**src/core/sisp_params.svh**
```systemverilog
`ifndef SISP_PARAMS_SVH
`define SISP_PARAMS_SVH

// clock and self-timed wait figures
`define SISP_CLK_PERIOD_NS      50
`define SISP_FLASH_WAIT_NS      4500000
`define SISP_EEPROM_WAIT_NS     9000000
`define SISP_ERASE_WAIT_NS      9000000
`define SISP_FLASH_WAIT_CYC     ((`SISP_FLASH_WAIT_NS + `SISP_CLK_PERIOD_NS - 1) / `SISP_CLK_PERIOD_NS)
`define SISP_EEPROM_WAIT_CYC    ((`SISP_EEPROM_WAIT_NS + `SISP_CLK_PERIOD_NS - 1) / `SISP_CLK_PERIOD_NS)
`define SISP_ERASE_WAIT_CYC     ((`SISP_ERASE_WAIT_NS + `SISP_CLK_PERIOD_NS - 1) / `SISP_CLK_PERIOD_NS)

// instruction opcodes (byte 1) and sub-codes (byte 2)
`define SISP_OP_ENABLE          8'hAC
`define SISP_SUB_ENABLE         8'h53
`define SISP_SUB_ERASE          8'h80
`define SISP_SUB_WR_LOCK        8'hE0
`define SISP_SUB_WR_FUSE_LO     8'hA0
`define SISP_SUB_WR_FUSE_HI     8'hA8
`define SISP_SUB_WR_FUSE_EXT    8'hA4
`define SISP_OP_POLL            8'hF0
`define SISP_OP_LOAD_EXT        8'h4D
`define SISP_OP_LOAD_LO         8'h40
`define SISP_OP_LOAD_HI         8'h48
`define SISP_OP_WR_PAGE         8'h4C
`define SISP_OP_EE_WR           8'hC0
`define SISP_OP_EE_LOAD         8'hC1
`define SISP_OP_EE_WR_PAGE      8'hC2
`define SISP_OP_RD_LO           8'h20
`define SISP_OP_RD_HI           8'h28
`define SISP_OP_EE_RD           8'hA0
`define SISP_OP_RD_LOCK_FHI     8'h58
`define SISP_OP_RD_FUSE         8'h50
`define SISP_SUB_RD_ALT         8'h08
`define SISP_OP_RD_SIG          8'h30
`define SISP_OP_RD_CAL          8'h38

// reset values: 1 is unprogrammed
`define SISP_LOCK_RST           8'hFF
`define SISP_FUSE_LO_RST        8'hFF
`define SISP_FUSE_HI_RST        8'hFF
`define SISP_FUSE_EXT_RST       8'hFF
`define SISP_EXT_ADDR_RST       8'h00

// field layout of a queued memory command
`define SISP_CMD_DATA_LSB       0
`define SISP_CMD_ADDR_LSB       16
`define SISP_CMD_KIND_LSB       40
`define SISP_CMD_W              42

`endif

```
**src/core/sisp_pkg.sv**
```systemverilog
package sisp_pkg;
  typedef enum logic [1:0] {
    NVM_FLASH_WORD,
    NVM_EEPROM_BYTE,
    NVM_CHIP_ERASE
  } sisp_nvm_kind_t;

  typedef enum logic [1:0] {
    ST_IDLE,
    ST_DUMP_FLASH,
    ST_DUMP_EE,
    ST_PUSH_ONE
  } sisp_state_t;
endpackage : sisp_pkg

```
**src/core/sisp_fifo.sv**
```systemverilog
`timescale 1ns/100ps
module sisp_fifo #(
  parameter int WIDTH = 42,
  parameter int DEPTH = 16
) (
  // clock and reset
  input  wire logic             sys_clk_in,
  input  wire logic             reset_n_in,
  // fill side
  input  wire logic             in_valid_in,
  output logic                  in_ready_out,
  input  wire logic [WIDTH-1:0] in_data_in,
  // drain side
  output logic                  out_valid_out,
  input  wire logic             out_ready_in,
  output logic [WIDTH-1:0]      out_data_out
);
  localparam int AW = $clog2(DEPTH);

  if (DEPTH < 2 || (1 << AW) != DEPTH) begin : g_bad_depth
    $error("fifo depth must be a power of two of at least 2");
  end

  logic [WIDTH-1:0] mem_q [DEPTH];
  logic [AW:0]      wr_ptr_q;
  logic [AW:0]      rd_ptr_q;
  wire              full  = (wr_ptr_q[AW] != rd_ptr_q[AW]) && (wr_ptr_q[AW-1:0] == rd_ptr_q[AW-1:0]);
  wire              empty = (wr_ptr_q == rd_ptr_q);
  wire              push  = in_valid_in && !full;
  wire              pop   = out_ready_in && !empty;

  assign in_ready_out  = !full;
  assign out_valid_out = !empty;
  assign out_data_out  = mem_q[rd_ptr_q[AW-1:0]];

  always_ff @(posedge sys_clk_in) begin
    if (push) begin
      mem_q[wr_ptr_q[AW-1:0]] <= in_data_in;
    end
  end

  always_ff @(posedge sys_clk_in or negedge reset_n_in) begin
    if (!reset_n_in) begin
      wr_ptr_q <= '0;
      rd_ptr_q <= '0;
    end else begin
      wr_ptr_q <= wr_ptr_q + (AW+1)'(push);
      rd_ptr_q <= rd_ptr_q + (AW+1)'(pop);
    end
  end
endmodule : sisp_fifo

```
**src/core/sisp_engine.sv**
```systemverilog
// Overview of operation
// - sample mosi on rising serial clock
// - drive miso on falling serial clock
// - enable instruction echoes 0x53 during byte three
// - flash page buffer loaded byte by byte
// - 0x40 loads low, 0x48 high byte
// - 0x4c writes buffered page to flash
// - extended address byte kept until reloaded
// - eeprom byte write erases then writes
// - eeprom page load 0xc1, write 0xc2
// - flash read returns byte during byte four
// - eeprom read returns byte during byte four
// - poll returns busy in status bit zero
// - lock, fuse, signature, calibration reads
// - 0xac writes lock and fuse bytes
// - zero is programmed, one unprogrammed
// - accept instructions only while reset pin low
`timescale 1ns/100ps
`include "sisp_params.svh"
module sisp_engine #(
  parameter int         FLASH_WAIT_CYC  = `SISP_FLASH_WAIT_CYC,
  parameter int         EEPROM_WAIT_CYC = `SISP_EEPROM_WAIT_CYC,
  parameter int         ERASE_WAIT_CYC  = `SISP_ERASE_WAIT_CYC,
  parameter int         FIFO_DEPTH      = 16,
  parameter logic [7:0] SIG_BYTE0       = 8'h5A,  // arbitrary identity value
  parameter logic [7:0] SIG_BYTE1       = 8'h01,  // arbitrary identity value
  parameter logic [7:0] SIG_BYTE2       = 8'h02,  // arbitrary identity value
  parameter logic [7:0] CAL_BYTE        = 8'h80
) (
  // clock and reset
  input  wire logic                    sys_clk_in,
  input  wire logic                    reset_n_in,
  // serial programming pins
  input  wire logic                    prog_reset_n_in,
  input  wire logic                    sck_in,
  input  wire logic                    mosi_in,
  output logic                         miso_out,
  // memory read port
  output logic                         nvm_rd_req_out,
  output logic                         nvm_rd_eeprom_out,
  output logic [23:0]                  nvm_rd_addr_out,
  input  wire logic                    nvm_rd_valid_in,
  input  wire logic [15:0]             nvm_rd_data_in,
  // memory write command stream
  output logic                         nvm_wr_valid_out,
  input  wire logic                    nvm_wr_ready_in,
  output sisp_pkg::sisp_nvm_kind_t     nvm_wr_kind_out,
  output logic [23:0]                  nvm_wr_addr_out,
  output logic [15:0]                  nvm_wr_data_out,
  // status and latched fuses
  output logic                         prog_mode_out,
  output logic                         busy_out,
  output logic [7:0]                   lock_bits_out,
  output logic [7:0]                   fuse_low_out,
  output logic [7:0]                   fuse_high_out,
  output logic [7:0]                   fuse_ext_out
);
  import sisp_pkg::*;

  localparam int TW = 18;
  if (FLASH_WAIT_CYC < 1 || FLASH_WAIT_CYC >= (1 << TW) || EEPROM_WAIT_CYC < 1 || EEPROM_WAIT_CYC >= (1 << TW)
      || ERASE_WAIT_CYC < 1 || ERASE_WAIT_CYC >= (1 << TW)) begin : g_bad_wait
    $error("wait counts must lie between 1 and 2**18-1");
  end

  // pin synchronisers: bit 0 reset pin, 1 sck, 2 mosi
  logic [2:0] sync1_q;
  logic [2:0] sync2_q;
  logic       sck_prev_q;
  for (genvar i = 0; i < 3; i++) begin : g_sync
    always_ff @(posedge sys_clk_in or negedge reset_n_in) begin
      if (!reset_n_in) begin
        sync1_q[i] <= 1'b1;
        sync2_q[i] <= 1'b1;
      end else begin
        sync1_q[i] <= (i == 0) ? prog_reset_n_in : (i == 1) ? sck_in : mosi_in;
        sync2_q[i] <= sync1_q[i];
      end
    end
  end

  wire pin_high = sync2_q[0];
  wire sck_s    = sync2_q[1];
  wire mosi_s   = sync2_q[2];
  wire sck_rise = sck_s && !sck_prev_q;
  wire sck_fall = !sck_s && sck_prev_q;

  // serial framing state
  logic [2:0]  bit_cnt_q;
  logic [1:0]  byte_idx_q;
  logic [6:0]  in_sr_q;
  logic [7:0]  out_sr_q;
  logic [7:0]  last_rx_q;
  logic [7:0]  b0_q;
  logic [7:0]  b1_q;
  logic [7:0]  b2_q;
  logic        miso_q;
  logic        prog_en_q;
  logic [7:0]  ext_q;
  logic [7:0]  lock_q;
  logic [7:0]  fuse_lo_q;
  logic [7:0]  fuse_hi_q;
  logic [7:0]  fuse_ext_q;
  logic [15:0] rd_data_q;
  logic        rd_req_q;
  logic        rd_ee_q;
  logic [23:0] rd_addr_q;
  logic        busy_q;
  logic [TW-1:0] timer_q;
  sisp_state_t state_q;
  logic [6:0]  dump_cnt_q;
  logic [15:0] cmd_addr_q;
  logic [7:0]  one_data_q;
  sisp_nvm_kind_t one_kind_q;
  logic [7:0]  pbuf_lo_q [128];
  logic [7:0]  pbuf_hi_q [128];
  logic [7:0]  ee_buf_q [8];

  wire [7:0] rx_byte    = {in_sr_q, mosi_s};
  wire       byte_done  = sck_rise && (bit_cnt_q == 3'd7);
  wire       frame_done = byte_done && (byte_idx_q == 2'd3);
  wire       idle       = (state_q == ST_IDLE);

  // decode of the completed instruction
  wire is_enable  = (b0_q == `SISP_OP_ENABLE) && (b1_q == `SISP_SUB_ENABLE);
  wire do_enable  = frame_done && is_enable;
  wire cmd_ok     = frame_done && prog_en_q;
  wire do_erase   = cmd_ok && idle && (b0_q == `SISP_OP_ENABLE) && (b1_q == `SISP_SUB_ERASE);
  wire do_wr_ac   = cmd_ok && (b0_q == `SISP_OP_ENABLE);
  wire do_ext     = cmd_ok && (b0_q == `SISP_OP_LOAD_EXT);
  wire do_load_lo = cmd_ok && (b0_q == `SISP_OP_LOAD_LO);
  wire do_load_hi = cmd_ok && (b0_q == `SISP_OP_LOAD_HI);
  wire do_wr_page = cmd_ok && idle && (b0_q == `SISP_OP_WR_PAGE);
  wire do_ee_wr   = cmd_ok && idle && (b0_q == `SISP_OP_EE_WR);
  wire do_ee_load = cmd_ok && (b0_q == `SISP_OP_EE_LOAD);
  wire do_ee_page = cmd_ok && idle && (b0_q == `SISP_OP_EE_WR_PAGE);

  // read launched as byte three completes, answer needed at byte four
  wire rd_flash = (b0_q == `SISP_OP_RD_LO) || (b0_q == `SISP_OP_RD_HI);
  wire rd_ee    = (b0_q == `SISP_OP_EE_RD);
  wire rd_start = byte_done && (byte_idx_q == 2'd2) && prog_en_q && (rd_flash || rd_ee);
  wire [23:0] rd_addr_d = rd_ee ? {14'h0000, b1_q[1:0], rx_byte} : {ext_q, b1_q, rx_byte};

  // byte-four answer selection
  wire [7:0] sig_byte = (b2_q[3:0] == 4'h0) ? SIG_BYTE0 :
                        (b2_q[3:0] == 4'h1) ? SIG_BYTE1 :
                        (b2_q[3:0] == 4'h2) ? SIG_BYTE2 : 8'hFF;
  wire [7:0] resp =
    (b0_q == `SISP_OP_POLL)                                   ? {7'h00, busy_q} :
    (b0_q == `SISP_OP_RD_LOCK_FHI && b1_q == `SISP_SUB_RD_ALT) ? fuse_hi_q :
    (b0_q == `SISP_OP_RD_LOCK_FHI)                            ? lock_q :
    (b0_q == `SISP_OP_RD_FUSE && b1_q == `SISP_SUB_RD_ALT)    ? fuse_ext_q :
    (b0_q == `SISP_OP_RD_FUSE)                                ? fuse_lo_q :
    (b0_q == `SISP_OP_RD_SIG)                                 ? sig_byte :
    (b0_q == `SISP_OP_RD_CAL)                                 ? CAL_BYTE :
    (b0_q == `SISP_OP_RD_HI)                                  ? rd_data_q[15:8] :
    (rd_flash || rd_ee)                                       ? rd_data_q[7:0] : 8'h00;
  wire [7:0] next_tx = (byte_idx_q == 2'd3 && prog_en_q) ? resp : last_rx_q;

  always_ff @(posedge sys_clk_in or negedge reset_n_in) begin
    if (!reset_n_in) begin
      sck_prev_q <= 1'b1;
      bit_cnt_q  <= 3'd0;
      byte_idx_q <= 2'd0;
      in_sr_q    <= 7'h00;
      last_rx_q  <= 8'h00;
    end else begin
      sck_prev_q <= sck_s;
      if (pin_high) begin
        bit_cnt_q  <= 3'd0;
        byte_idx_q <= 2'd0;
      end else if (sck_rise) begin
        in_sr_q   <= rx_byte[6:0];
        bit_cnt_q <= bit_cnt_q + 3'd1;
        if (byte_done) begin
          last_rx_q  <= rx_byte;
          byte_idx_q <= byte_idx_q + 2'd1;
        end
      end
    end
  end

  always_ff @(posedge sys_clk_in or negedge reset_n_in) begin
    if (!reset_n_in) begin
      b0_q <= 8'h00;
      b1_q <= 8'h00;
      b2_q <= 8'h00;
    end else if (byte_done && !pin_high) begin
      if (byte_idx_q == 2'd0) b0_q <= rx_byte;
      if (byte_idx_q == 2'd1) b1_q <= rx_byte;
      if (byte_idx_q == 2'd2) b2_q <= rx_byte;
    end
  end

  // outgoing bit changes only on falling sck; echo of the previous byte, or the answer in byte four once enabled
  always_ff @(posedge sys_clk_in or negedge reset_n_in) begin
    if (!reset_n_in) begin
      miso_q   <= 1'b0;
      out_sr_q <= 8'h00;
    end else if (sck_fall && !pin_high) begin
      if (bit_cnt_q == 3'd0) begin
        miso_q   <= next_tx[7];
        out_sr_q <= {next_tx[6:0], 1'b0};
      end else begin
        miso_q   <= out_sr_q[7];
        out_sr_q <= {out_sr_q[6:0], 1'b0};
      end
    end
  end

  // programming mode, extended address, lock and fuse bytes
  always_ff @(posedge sys_clk_in or negedge reset_n_in) begin
    if (!reset_n_in) begin
      prog_en_q  <= 1'b0;
      ext_q      <= `SISP_EXT_ADDR_RST;
      lock_q     <= `SISP_LOCK_RST;
      fuse_lo_q  <= `SISP_FUSE_LO_RST;
      fuse_hi_q  <= `SISP_FUSE_HI_RST;
      fuse_ext_q <= `SISP_FUSE_EXT_RST;
    end else begin
      if (pin_high) begin
        prog_en_q <= 1'b0;
      end else if (do_enable) begin
        prog_en_q <= 1'b1;
      end
      if (do_ext) ext_q <= b2_q;
      if (do_wr_ac && b1_q == `SISP_SUB_WR_LOCK) lock_q <= rx_byte;
      if (do_wr_ac && b1_q == `SISP_SUB_WR_FUSE_LO) fuse_lo_q <= rx_byte;
      if (do_wr_ac && b1_q == `SISP_SUB_WR_FUSE_HI) fuse_hi_q <= rx_byte;
      if (do_wr_ac && b1_q == `SISP_SUB_WR_FUSE_EXT) fuse_ext_q <= rx_byte;
    end
  end

  // fuses take effect only outside programming mode
  always_ff @(posedge sys_clk_in or negedge reset_n_in) begin
    if (!reset_n_in) begin
      lock_bits_out <= `SISP_LOCK_RST;
      fuse_low_out  <= `SISP_FUSE_LO_RST;
      fuse_high_out <= `SISP_FUSE_HI_RST;
      fuse_ext_out  <= `SISP_FUSE_EXT_RST;
    end else if (!prog_en_q) begin
      lock_bits_out <= lock_q;
      fuse_low_out  <= fuse_lo_q;
      fuse_high_out <= fuse_hi_q;
      fuse_ext_out  <= fuse_ext_q;
    end
  end

  always_ff @(posedge sys_clk_in or negedge reset_n_in) begin
    if (!reset_n_in) begin
      rd_req_q  <= 1'b0;
      rd_ee_q   <= 1'b0;
      rd_addr_q <= 24'h00_0000;
      rd_data_q <= 16'hFFFF;
    end else begin
      rd_req_q <= rd_start;
      if (rd_start) begin
        rd_ee_q   <= rd_ee;
        rd_addr_q <= rd_addr_d;
      end
      if (nvm_rd_valid_in) rd_data_q <= nvm_rd_data_in;
    end
  end

  // page buffers hold data only, no reset
  always_ff @(posedge sys_clk_in) begin
    if (do_load_lo) pbuf_lo_q[b2_q[6:0]] <= rx_byte;
    if (do_load_hi) pbuf_hi_q[b2_q[6:0]] <= rx_byte;
    if (do_ee_load) ee_buf_q[b2_q[2:0]] <= rx_byte;
  end

  // write sequencer feeding the command fifo
  wire        fifo_in_ready;
  wire        fifo_out_valid;
  wire [`SISP_CMD_W-1:0] fifo_out_data;
  wire        push_valid = !idle;
  wire        push_ok    = push_valid && fifo_in_ready;
  wire        dump_last  = (state_q == ST_DUMP_FLASH) ? (dump_cnt_q == 7'd127) : (dump_cnt_q == 7'd7);
  wire [23:0] push_addr  =
    (state_q == ST_DUMP_FLASH) ? {ext_q, cmd_addr_q[15:7], dump_cnt_q} :
    (state_q == ST_DUMP_EE)    ? {8'h00, cmd_addr_q[15:3], dump_cnt_q[2:0]} : {8'h00, cmd_addr_q};
  wire [15:0] push_data  =
    (state_q == ST_DUMP_FLASH) ? {pbuf_hi_q[dump_cnt_q], pbuf_lo_q[dump_cnt_q]} :
    (state_q == ST_DUMP_EE)    ? {8'h00, ee_buf_q[dump_cnt_q[2:0]]} : {8'h00, one_data_q};
  wire [1:0]  push_kind  =
    (state_q == ST_DUMP_FLASH) ? NVM_FLASH_WORD : (state_q == ST_DUMP_EE) ? NVM_EEPROM_BYTE : one_kind_q;
  wire [TW-1:0] wait_load =
    (state_q == ST_DUMP_FLASH) ? TW'(FLASH_WAIT_CYC) :
    (one_kind_q == NVM_CHIP_ERASE && state_q == ST_PUSH_ONE) ? TW'(ERASE_WAIT_CYC) : TW'(EEPROM_WAIT_CYC);
  wire        seq_end    = push_ok && (state_q == ST_PUSH_ONE || dump_last);

  always_ff @(posedge sys_clk_in or negedge reset_n_in) begin
    if (!reset_n_in) begin
      state_q    <= ST_IDLE;
      dump_cnt_q <= 7'd0;
      cmd_addr_q <= 16'h0000;
      one_data_q <= 8'h00;
      one_kind_q <= NVM_EEPROM_BYTE;
    end else begin
      case (state_q)
        ST_IDLE: begin
          dump_cnt_q <= 7'd0;
          cmd_addr_q <= {b1_q, b2_q};
          one_data_q <= rx_byte;
          if (do_wr_page) begin
            state_q <= ST_DUMP_FLASH;
          end else if (do_ee_page) begin
            state_q <= ST_DUMP_EE;
          end else if (do_ee_wr) begin
            state_q    <= ST_PUSH_ONE;
            one_kind_q <= NVM_EEPROM_BYTE;
          end else if (do_erase) begin
            state_q    <= ST_PUSH_ONE;
            one_kind_q <= NVM_CHIP_ERASE;
          end
        end
        ST_DUMP_FLASH, ST_DUMP_EE, ST_PUSH_ONE: begin
          if (seq_end) begin
            state_q <= ST_IDLE;
          end else if (push_ok) begin
            dump_cnt_q <= dump_cnt_q + 7'd1;
          end
        end
        default: state_q <= ST_IDLE;
      endcase
    end
  end

  // self-timed wait and busy flag
  wire busy_d = (timer_q != '0) || !idle || fifo_out_valid;
  always_ff @(posedge sys_clk_in or negedge reset_n_in) begin
    if (!reset_n_in) begin
      timer_q <= '0;
      busy_q  <= 1'b0;
    end else begin
      busy_q <= busy_d;
      if (seq_end) begin
        timer_q <= wait_load;
      end else if (timer_q != '0) begin
        timer_q <= timer_q - TW'(1);
      end
    end
  end

  sisp_fifo #(
    .WIDTH (`SISP_CMD_W),
    .DEPTH (FIFO_DEPTH)
  ) u_cmd_fifo (
    .sys_clk_in    (sys_clk_in),
    .reset_n_in    (reset_n_in),
    .in_valid_in   (push_valid),
    .in_ready_out  (fifo_in_ready),
    .in_data_in    ({push_kind, push_addr, push_data}),
    .out_valid_out (fifo_out_valid),
    .out_ready_in  (nvm_wr_ready_in),
    .out_data_out  (fifo_out_data)
  );

  assign miso_out          = miso_q;
  assign nvm_rd_req_out    = rd_req_q;
  assign nvm_rd_eeprom_out = rd_ee_q;
  assign nvm_rd_addr_out   = rd_addr_q;
  assign nvm_wr_valid_out  = fifo_out_valid;
  assign nvm_wr_kind_out   = sisp_nvm_kind_t'(fifo_out_data[`SISP_CMD_KIND_LSB+:2]);
  assign nvm_wr_addr_out   = fifo_out_data[`SISP_CMD_ADDR_LSB+:24];
  assign nvm_wr_data_out   = fifo_out_data[`SISP_CMD_DATA_LSB+:16];
  assign prog_mode_out     = prog_en_q;
  assign busy_out          = busy_q;

  property p_sample_on_rise;
    @(posedge sys_clk_in) disable iff (!reset_n_in) (bit_cnt_q != $past(bit_cnt_q)) && !$past(pin_high)
      |-> $past(sck_rise);
  endproperty
  a_sample_on_rise: assert property (p_sample_on_rise) else $error("bit count moved without rising sck");

  property p_drive_on_fall;
    @(posedge sys_clk_in) disable iff (!reset_n_in) $changed(miso_q) |-> $past(sck_fall);
  endproperty
  a_drive_on_fall: assert property (p_drive_on_fall) else $error("miso changed without falling sck");

  property p_enable_echo;
    @(posedge sys_clk_in) disable iff (!reset_n_in)
      sck_fall && !pin_high && bit_cnt_q == 3'd0 && byte_idx_q == 2'd2 && last_rx_q == `SISP_SUB_ENABLE
      |=> miso_q == 1'b0 ##0 out_sr_q == 8'hA6;
  endproperty
  a_enable_echo: assert property (p_enable_echo) else $error("enable echo byte wrong");

  property p_mode_exit;
    @(posedge sys_clk_in) disable iff (!reset_n_in) pin_high |=> !prog_en_q && byte_idx_q == 2'd0;
  endproperty
  a_mode_exit: assert property (p_mode_exit) else $error("programming mode kept with reset pin high");

  property p_ext_hold;
    @(posedge sys_clk_in) disable iff (!reset_n_in) !do_ext |=> $stable(ext_q);
  endproperty
  a_ext_hold: assert property (p_ext_hold) else $error("extended address changed without load");

  property p_erase_busy;
    @(posedge sys_clk_in) disable iff (!reset_n_in) do_erase |=> ##1 busy_q [*8];
  endproperty
  a_erase_busy: assert property (p_erase_busy) else $error("chip erase did not report busy");

  property p_poll_answer;
    @(posedge sys_clk_in) disable iff (!reset_n_in)
      sck_fall && !pin_high && bit_cnt_q == 3'd0 && byte_idx_q == 2'd3 && prog_en_q && b0_q == `SISP_OP_POLL
      |=> miso_q == 1'b0 && out_sr_q == {6'h00, $past(busy_q), 1'b0};
  endproperty
  a_poll_answer: assert property (p_poll_answer) else $error("poll answer differs from busy");

  property p_page_length;
    @(posedge sys_clk_in) disable iff (!reset_n_in)
      state_q == ST_DUMP_FLASH && push_ok && dump_cnt_q == 7'd127 |=> state_q == ST_IDLE && timer_q != '0;
  endproperty
  a_page_length: assert property (p_page_length) else $error("flash page write did not end at word 127");

  property p_low_before_busy_end;
    @(posedge sys_clk_in) disable iff (!reset_n_in)
      seq_end && state_q == ST_DUMP_FLASH |=> timer_q == TW'(FLASH_WAIT_CYC) && busy_q;
  endproperty
  a_low_before_busy_end: assert property (p_low_before_busy_end) else $error("flash wait not started after page");

  c_enable: cover property (@(posedge sys_clk_in) disable iff (!reset_n_in) do_enable);
  c_page_write: cover property (@(posedge sys_clk_in) disable iff (!reset_n_in) do_wr_page);
  c_fifo_full: cover property (@(posedge sys_clk_in) disable iff (!reset_n_in) push_valid && !fifo_in_ready);
  c_read: cover property (@(posedge sys_clk_in) disable iff (!reset_n_in) rd_start);
endmodule : sisp_engine

```
**config.mk**
```make
export PLATFORM = sky130hd
export DESIGN_NAME = sisp_engine
export DESIGN_NICKNAME = d
export VERILOG_FILES = /design/src/core/sisp_pkg.sv /design/src/core/sisp_fifo.sv /design/src/core/sisp_engine.sv
export VERILOG_INCLUDE_DIRS = /design/src /design/src/core
export SDC_FILE = /design/constraint.sdc
export NUM_CORES = 2
export LEC_CHECK = 0
export BUFFER_PORTS_ARGS = -buffer_cell sky130_fd_sc_hd__buf_2
export CORE_UTILIZATION = 45
export DETAILED_ROUTE_END_ITERATION = 16
export PLACE_DENSITY = 0.68
export SLEW_MARGIN = 20
export SYNTH_ARGS = -nofsm -noshare
export SYNTH_HDL_FRONTEND = slang
export SYNTH_SLANG_ARGS = --single-unit
```
**constraint.sdc**
```tcl
create_clock -name sys_clk_in -period 11.7 [get_ports sys_clk_in]
set_input_delay 1.755 -clock sys_clk_in [delete_from_list [all_inputs] [get_ports sys_clk_in]]
set_output_delay 1.755 -clock sys_clk_in [all_outputs]
set_load 0.01 [all_outputs]
```
; After elaboration in Yosys (flattened, before gate mapping)
; Memory sizes are Yosys's and may differ from the RTL's.
; Cells that the tools add are included.
[word_totals]
register_bits = 239
ramBits = 2784
output_inout_bits = 104
wordCells = 210
mem_count = 4
[memory_table]
columns = name, depth, width, rd, rd_ports_with_merged_regs, write_ports, line
row1 = pbuf_hi_q, 128, 8, 1, 0, 1, sisp_engine.sv:116  ; logic [7:0] pbuf_hi_q [128];
row2 = pbuf_lo_q, 128, 8, 1, 0, 1, sisp_engine.sv:115  ; logic [7:0] pbuf_lo_q [128];
row3 = u_cmd_fifo.mem_q, 16, 42, 1, 0, 1, sisp_fifo.sv:24  ; logic [WIDTH-1:0] mem_q [DEPTH];
row4 = ee_buf_q, 8, 8, 1, 0, 1, sisp_engine.sv:117  ; logic [7:0] ee_buf_q [8];
[classes]
addsub = 6
n_eq_ne = 41
mux = 52
bitwise = 3
n_reduce_logical = 65
[ops]
columns = operator, n
row1 = $mux W8, 15
row2 = $eq A8 B8 Y1 const B, 11
row3 = $eq A8 B7 Y1 const B, 7
row4 = $mux W18, 3
row5 = $mux W24, 2
row6 = $logic_and A1 B1 Y1, 34
row7 = $eq A8 B6 Y1 const B, 4
row8 = $mux W2, 12
row9 = $reduce_bool A18 Y1, 1
row10 = $sub A18 B1 Y18 const B, 1
row11 = $mux W16, 1
row12 = $mux W7, 2
row13 = $pmux W7 S2, 1
row14 = $reduce_and A2 Y1, 7
row15 = $mux W1, 12
row16 = $add A5 B1 Y5, 2
row17 = $reduce_bool A2 Y1, 5
row18 = $mux W3, 3
row19 = $eq A2 B2 Y1 const B, 4
row20 = $eq A8 B4 Y1 const B, 1
row21 = $add A7 B1 Y7 const B, 1
row22 = $eq A7 B3 Y1 const B, 1
row23 = $eq A7 B7 Y1 const B, 1
row24 = $logic_not A1 Y1, 6
row25 = 20 further kinds, 30

; Depth between registers and ports, before layout
[logic_depth]
word_depth = 14
mapped_depth = 13

; Cells and area by module
; Synthesis repeated with hierarchy kept, for this count alone.
[unflattened]
hier_cells = 5951
area_unflattened_um2 = 118627.5
[modules_own_cells]
columns = mod, n_inst, cells_per_inst, area_each_um2
row1 = sisp_engine, 1, 4670, 92298.5
row2 = sisp_fifo, 1, 1281, 26329.0

; Least setup slack after synthesis
; Ideal clock, no wire load.
[synth_timing]
path_kind = register to register
startpoint = register state_q[1]
endpoint = memory u_cmd_fifo.mem_q[0][0] (enable)
setup_time_ns = 0.561
t_arrival_ns = 5.644
required_time_ns = 11.139
setup_slack_ns = 5.495
stages_incl_launch_ff = 7
synth_period_minus_slack_ns = 6.205
path_cell_list = dfrtp_1 > clkbuf_1 > or2_2 > clkbuf_1 > o21ai_1 > nor2_1 > nor4b_1
[synth_between]
elab_chain_len = 5
[synth_lines]
columns = element, line
row1 = from (decl), sisp_engine.sv:110  ; sisp_state_t state_q;
row2 = from (signal assigned), sisp_engine.sv:294  ; state_q <= ST_IDLE;
row3 = from (signal assigned), sisp_engine.sv:306  ; state_q <= ST_DUMP_FLASH;
row4 = from (signal assigned), sisp_engine.sv:308  ; state_q <= ST_DUMP_EE;
row5 = $logic_not A2 Y1, sisp_engine.sv:122  ; wire idle = (state_q == ST_IDLE);
row6 = $logic_not A1 Y1, sisp_engine.sv:276  ; wire push_valid = !idle;
row7 = $logic_and A1 B1 Y1, sisp_fifo.sv:29  ; wire push = in_valid_in && !full;
row8 = $mux W1, sisp_fifo.sv:37  ; if (push) begin
row9 = $mux W1 (implied by the code), sisp_fifo.sv:38  ; mem_q[wr_ptr_q[AW-1:0]] <= in_data_in;
row10 = to (decl), sisp_fifo.sv:24
; No other way between the ends.

; Final worst setup path
[layout_timing]
startpoint = register u_cmd_fifo.rd_ptr_q[1]
endpoint = output port nvm_wr_addr_out[13]
[layout_between]
elab_chain_len = 1
[layout_lines]
columns = element, line
row1 = from (decl), sisp_fifo.sv:26  ; logic [AW:0] rd_ptr_q;
row2 = from (signal assigned), sisp_fifo.sv:48  ; rd_ptr_q <= rd_ptr_q + (AW+1)'(pop);
row3 = $mem_v2 Z16 W42, n/a
row4 = to (decl), sisp_engine.sv:48  ; output logic [23:0] nvm_wr_addr_out,
; No other way between the ends.

==> flow_summary_export.csv <==
group,metric,value,unit
yosys,synthFlopType,"edfxtp_1",
cts,post_cts_resized,0,
cts,cts_buffers,305,
placement,hpwl,169,mm
die,die_h,514,microns
cts,cts-hold-fix-buffers,0,
cells_and_area,utilization,50.7,%
critical_path,crit_fanout,71,
sta,fin_skew,0.113,ns
power_and_ir_drop,p_per_area,175,mW/mm^2
sta,fin_setup_tns,0,ns
cts,clk_path_buf_depth,4,
critical_path,worstSetupStartpointType,"flop",
detailed_routing,wirelength,289,mm
status,status,"complete, no violations",
cts,root_buffer,"clkbuf_16",
power_and_ir_drop,power.leakage,40.3,nW
cells_and_area,area_growth,11.9,%
critical_path,worstSetupPathType,"flop to output pin",
detailed_routing,drc_errors,0,
die,die_area,0.264,sq mm
sta,period_share,49.3,%
detailed_routing,firstDrtPassIters,5,
power_and_ir_drop,p_total,23.1,mW
global_routing,grtUsageTotal,21.8,%
yosys,synth_seq_cells,3022,
sta,setup-violations-final,0,
global_routing,met1_usage,30.1,%
hold_path,hold_path_class,"flop to flop",
sta,rsz0062_at_grt,"false",
critical_path,timing.rr.end,"u_cmd_fifo.mem_q[3][9]$_DFFE_PP_",
global_routing,use_met3,3.68,%
critical_path,cp.required,9.95,ns
critical_path,r2r-start,"dump_cnt_q[0]$_DFFE_PN0P_",
cells_and_area,n_antenna_cell,0,
cts,clk_latency,0.96,ns
sta,fin_crit,5.76,ns
cts,cts_tree,"done",
yosys,syn-num-nets,5646,
sta,slew_headroom,14.7,%
sta,fin_ws,5.94,ns
yosys,synth_warnings,0,
sta,drv_slew,0,
die,std_cell_rows,187,
cells_and_area,final_layout_size_suffix_gt1_share,28.4,%
sta,max_freq,173,MHz
die,die_width,514,microns
cells_and_area,nFillCells,20100,
die,initial_utilization,45.3,%
critical_path,r2r_setup_slack,6.33,ns
placement,gp_congestion,0.836,
yosys,async_reset_ff_share,7.88,%
critical_path,crit_arrival,4.01,ns
global_routing,grt_pass1_vias,58600,
global_routing,grt_pass1_wl,417,mm
global_routing,antenna_found_initial,3,
placement,port_buffers,126,
cts,cts.sinks,3022,
sta,tightest_slew,1.28,ns
cells_and_area,num-nets-final,5877,
critical_path,crit_start,"u_cmd_fifo.rd_ptr_q[1]$_DFF_PN0_",
global_routing,grt_max_degree,194,
yosys,synth.distinct_cells,76,
die,coreArea,0.260,sq mm
global_routing,use_met2,35.4,%
sta,fin_hold_ws,0.360,ns
cts,path_clk_slew,0.06,ns
detailed_routing,dr.first_iter.drc_count,7206,
yosys,syn-instance-count,5610,
critical_path,rr_worst_depth,6,
detailed_routing,ant_nets,0,
placement,place_ws,6.37,ns
critical_path,cp-endpoint,"nvm_wr_addr_out[13]",
yosys,yosysSeqAreaShare,76.1,%
die,pin_count,127,
detailed_routing,routed-via-count,57900,
flow_run,max_cap_violations,0,
global_routing,grt.busiest_layer,"met2",
cts,htree_levels,5,
yosys,syn_avg_cell_area,21.0,sq um
detailed_routing,wl_per_cell,30.4,microns
detailed_routing,drt-vias-per-instance,6.07,
yosys,synth_edf_count,2784,
critical_path,endpoint_kind,"output pin",
sta,finalHoldViolCount,0,
power_and_ir_drop,max-vdd-ir-drop,0.194,mV
cts,postCtsSetupBuffers,0,
global_routing,grt.overflow.total,0,
yosys,syn_area,0.118,sq mm
placed cells by master, fill, tap and decap left out, types with 16 or more instances in the layout:
cell       instances
clkbuf_16        314
a22oi_1           40
dfrtp_1          134
mux4_2           735
nand3_1           42
a21oi_1           61
o22ai_1           34
buf_4            117
bufinv_16         22
clkbuf_1          60
mux2_2           168
o211ai_1          17
dfstp_2           87
and2_1            18
a31oi_1           22
nor4_1            16
nand2_1          198
o21ai_0           50
buf_2            125
clkinv_1          44
edfxtp_1        2784
xnor2_1           25
nor2_1           338
inv_1             16
mux2i_1          157
nor3_1            19
a211oi_1          17
o221ai_1          22
clkinv_2          42
Yosys cell counts (8+ instances only):
cell type  instances  area (sq um)
a2111oi_0         15           131
a211oi_1          17           128
a21oi_1           61           305
a221oi_1          14           123
a22o_1            15           131
a22oi_1           40           300
a31oi_1           22           138
and2_1            19           119
buf_1             40           150
buf_2             58           290
buf_4             34           255
buf_6             27           304
clkbuf_1         168           631
dfrtp_1          150          3750
dfstp_2           88          2310
edfxtp_1        2784         83600
ha_1              13           163
inv_1             16          60.1
mux2_2           168          1890
mux2i_1          157          1570
mux4_2           735         16600
nand2_1          205           769
nand2b_1          11          68.8
nand3_1           44           220
nand3b_1           8          60.1
nand4_1           14          87.6
nor2_1           348          1310
nor2b_1           18           113
nor3_1            24           120
nor3b_1            8          60.1
nor4_1            19           119
o211ai_1          17           128
o21ai_0           52           260
o21ai_1           15          75.1
o221ai_1          22           193
o22ai_1           34           213
xnor2_1           25           219
xor2_1             8          70.1
worst min-delay path by stage:
stage | start | end | slack (ns) | depth (start not counted)
finish | sync1_q[1]$_DFF_PN1_ | sck_s$_DFF_PN1_ | 0.36 | 0
global placement | sync1_q[1]$_DFF_PN1_ | sck_s$_DFF_PN1_ | 0.35 | 0
CTS | sync1_q[1]$_DFF_PN1_ | sck_s$_DFF_PN1_ | 0.36 | 0
detailed placement | sync1_q[1]$_DFF_PN1_ | sck_s$_DFF_PN1_ | 0.35 | 0
global route | sync1_q[1]$_DFF_PN1_ | sck_s$_DFF_PN1_ | 0.36 | 0
floorplan | sync1_q[2]$_DFF_PN1_ | mosi_s$_DFF_PN1_ | 0.35 | 0
area by class of cell:
| class | instances | area [sq um] | share of cell area, % |
|---|---|---|---|
| tap | 3496 | 4370 | 3.32 |
| timing repair buffer | 253 | 1700 | 1.29 |
| clock inverter | 120 | 1140 | 0.866 |
| sequential | 3022 | 89700 | 68.1 |
| multi-input combinational | 2242 | 26600 | 20.2 |
| clock buffer | 384 | 8220 | 6.24 |
| inverter | 17 | 71.3 | 0.0541 |
critical path, cell delays in order, from the launching register on:
cell     delay, ns
dfrtp_4       1.09
buf_4         0.82
mux4_2        0.41
mux4_2        0.53
buf_2         0.19
sequential cells by signal, summed over array words and instances, names as in the netlist, 16 cells and up:
signal / flops
u_cmd_fifo.mem_q: 672
timer_q: 18
ee_buf_q: 64
rd_data_q: 16
pbuf_hi_q: 1024
cmd_addr_q: 16
nvm_rd_addr_out: 24
pbuf_lo_q: 1024
cell families (layout without fill, tap and decap cells):
| logic type | after synthesis | count (layout) | share of synthesized area, % |
|---|---|---|---|
| adders and majority gates | 14 | 14 | 0.147 |
| AOI/OAI and AO/OA | 368 | 368 | 2.14 |
| muxes | 1061 | 1061 | 17.0 |
| DFF | 3022 | 3022 | 76.1 |
| and+or+nand+nor | 766 | 766 | 2.90 |
| xor gates and xnor gates | 33 | 33 | 0.245 |
| buffers and inverters | 346 | 774 | 1.46 |
layer usage:
metal  up-vias  share of wire [%]
met5         -                  0
met1     31100                 40
li1      23600                  -
met2      2744                 49
met3       449                8.3
met4         0                3.1
power by group:
part / internal (mW) / switching (mW) / total, mW / leakage (nW)
clock: 5.42 / 3.90 / 9.33 / 4.59
combinational: 0.0814 / 0.867 / 0.948 / 8.10
sequential: 12.6 / 0.159 / 12.8 / 27.6
metrics by stage:
step                cell area (sq um)  cells
floorplan                      118000   5610
global placement               122000   9029
detailed placement             122000   9029
CTS                            132000   9533
global route                   132000   9534
finish                         132000   9534
No activity file was read; power rests on OpenSTA's default activity.
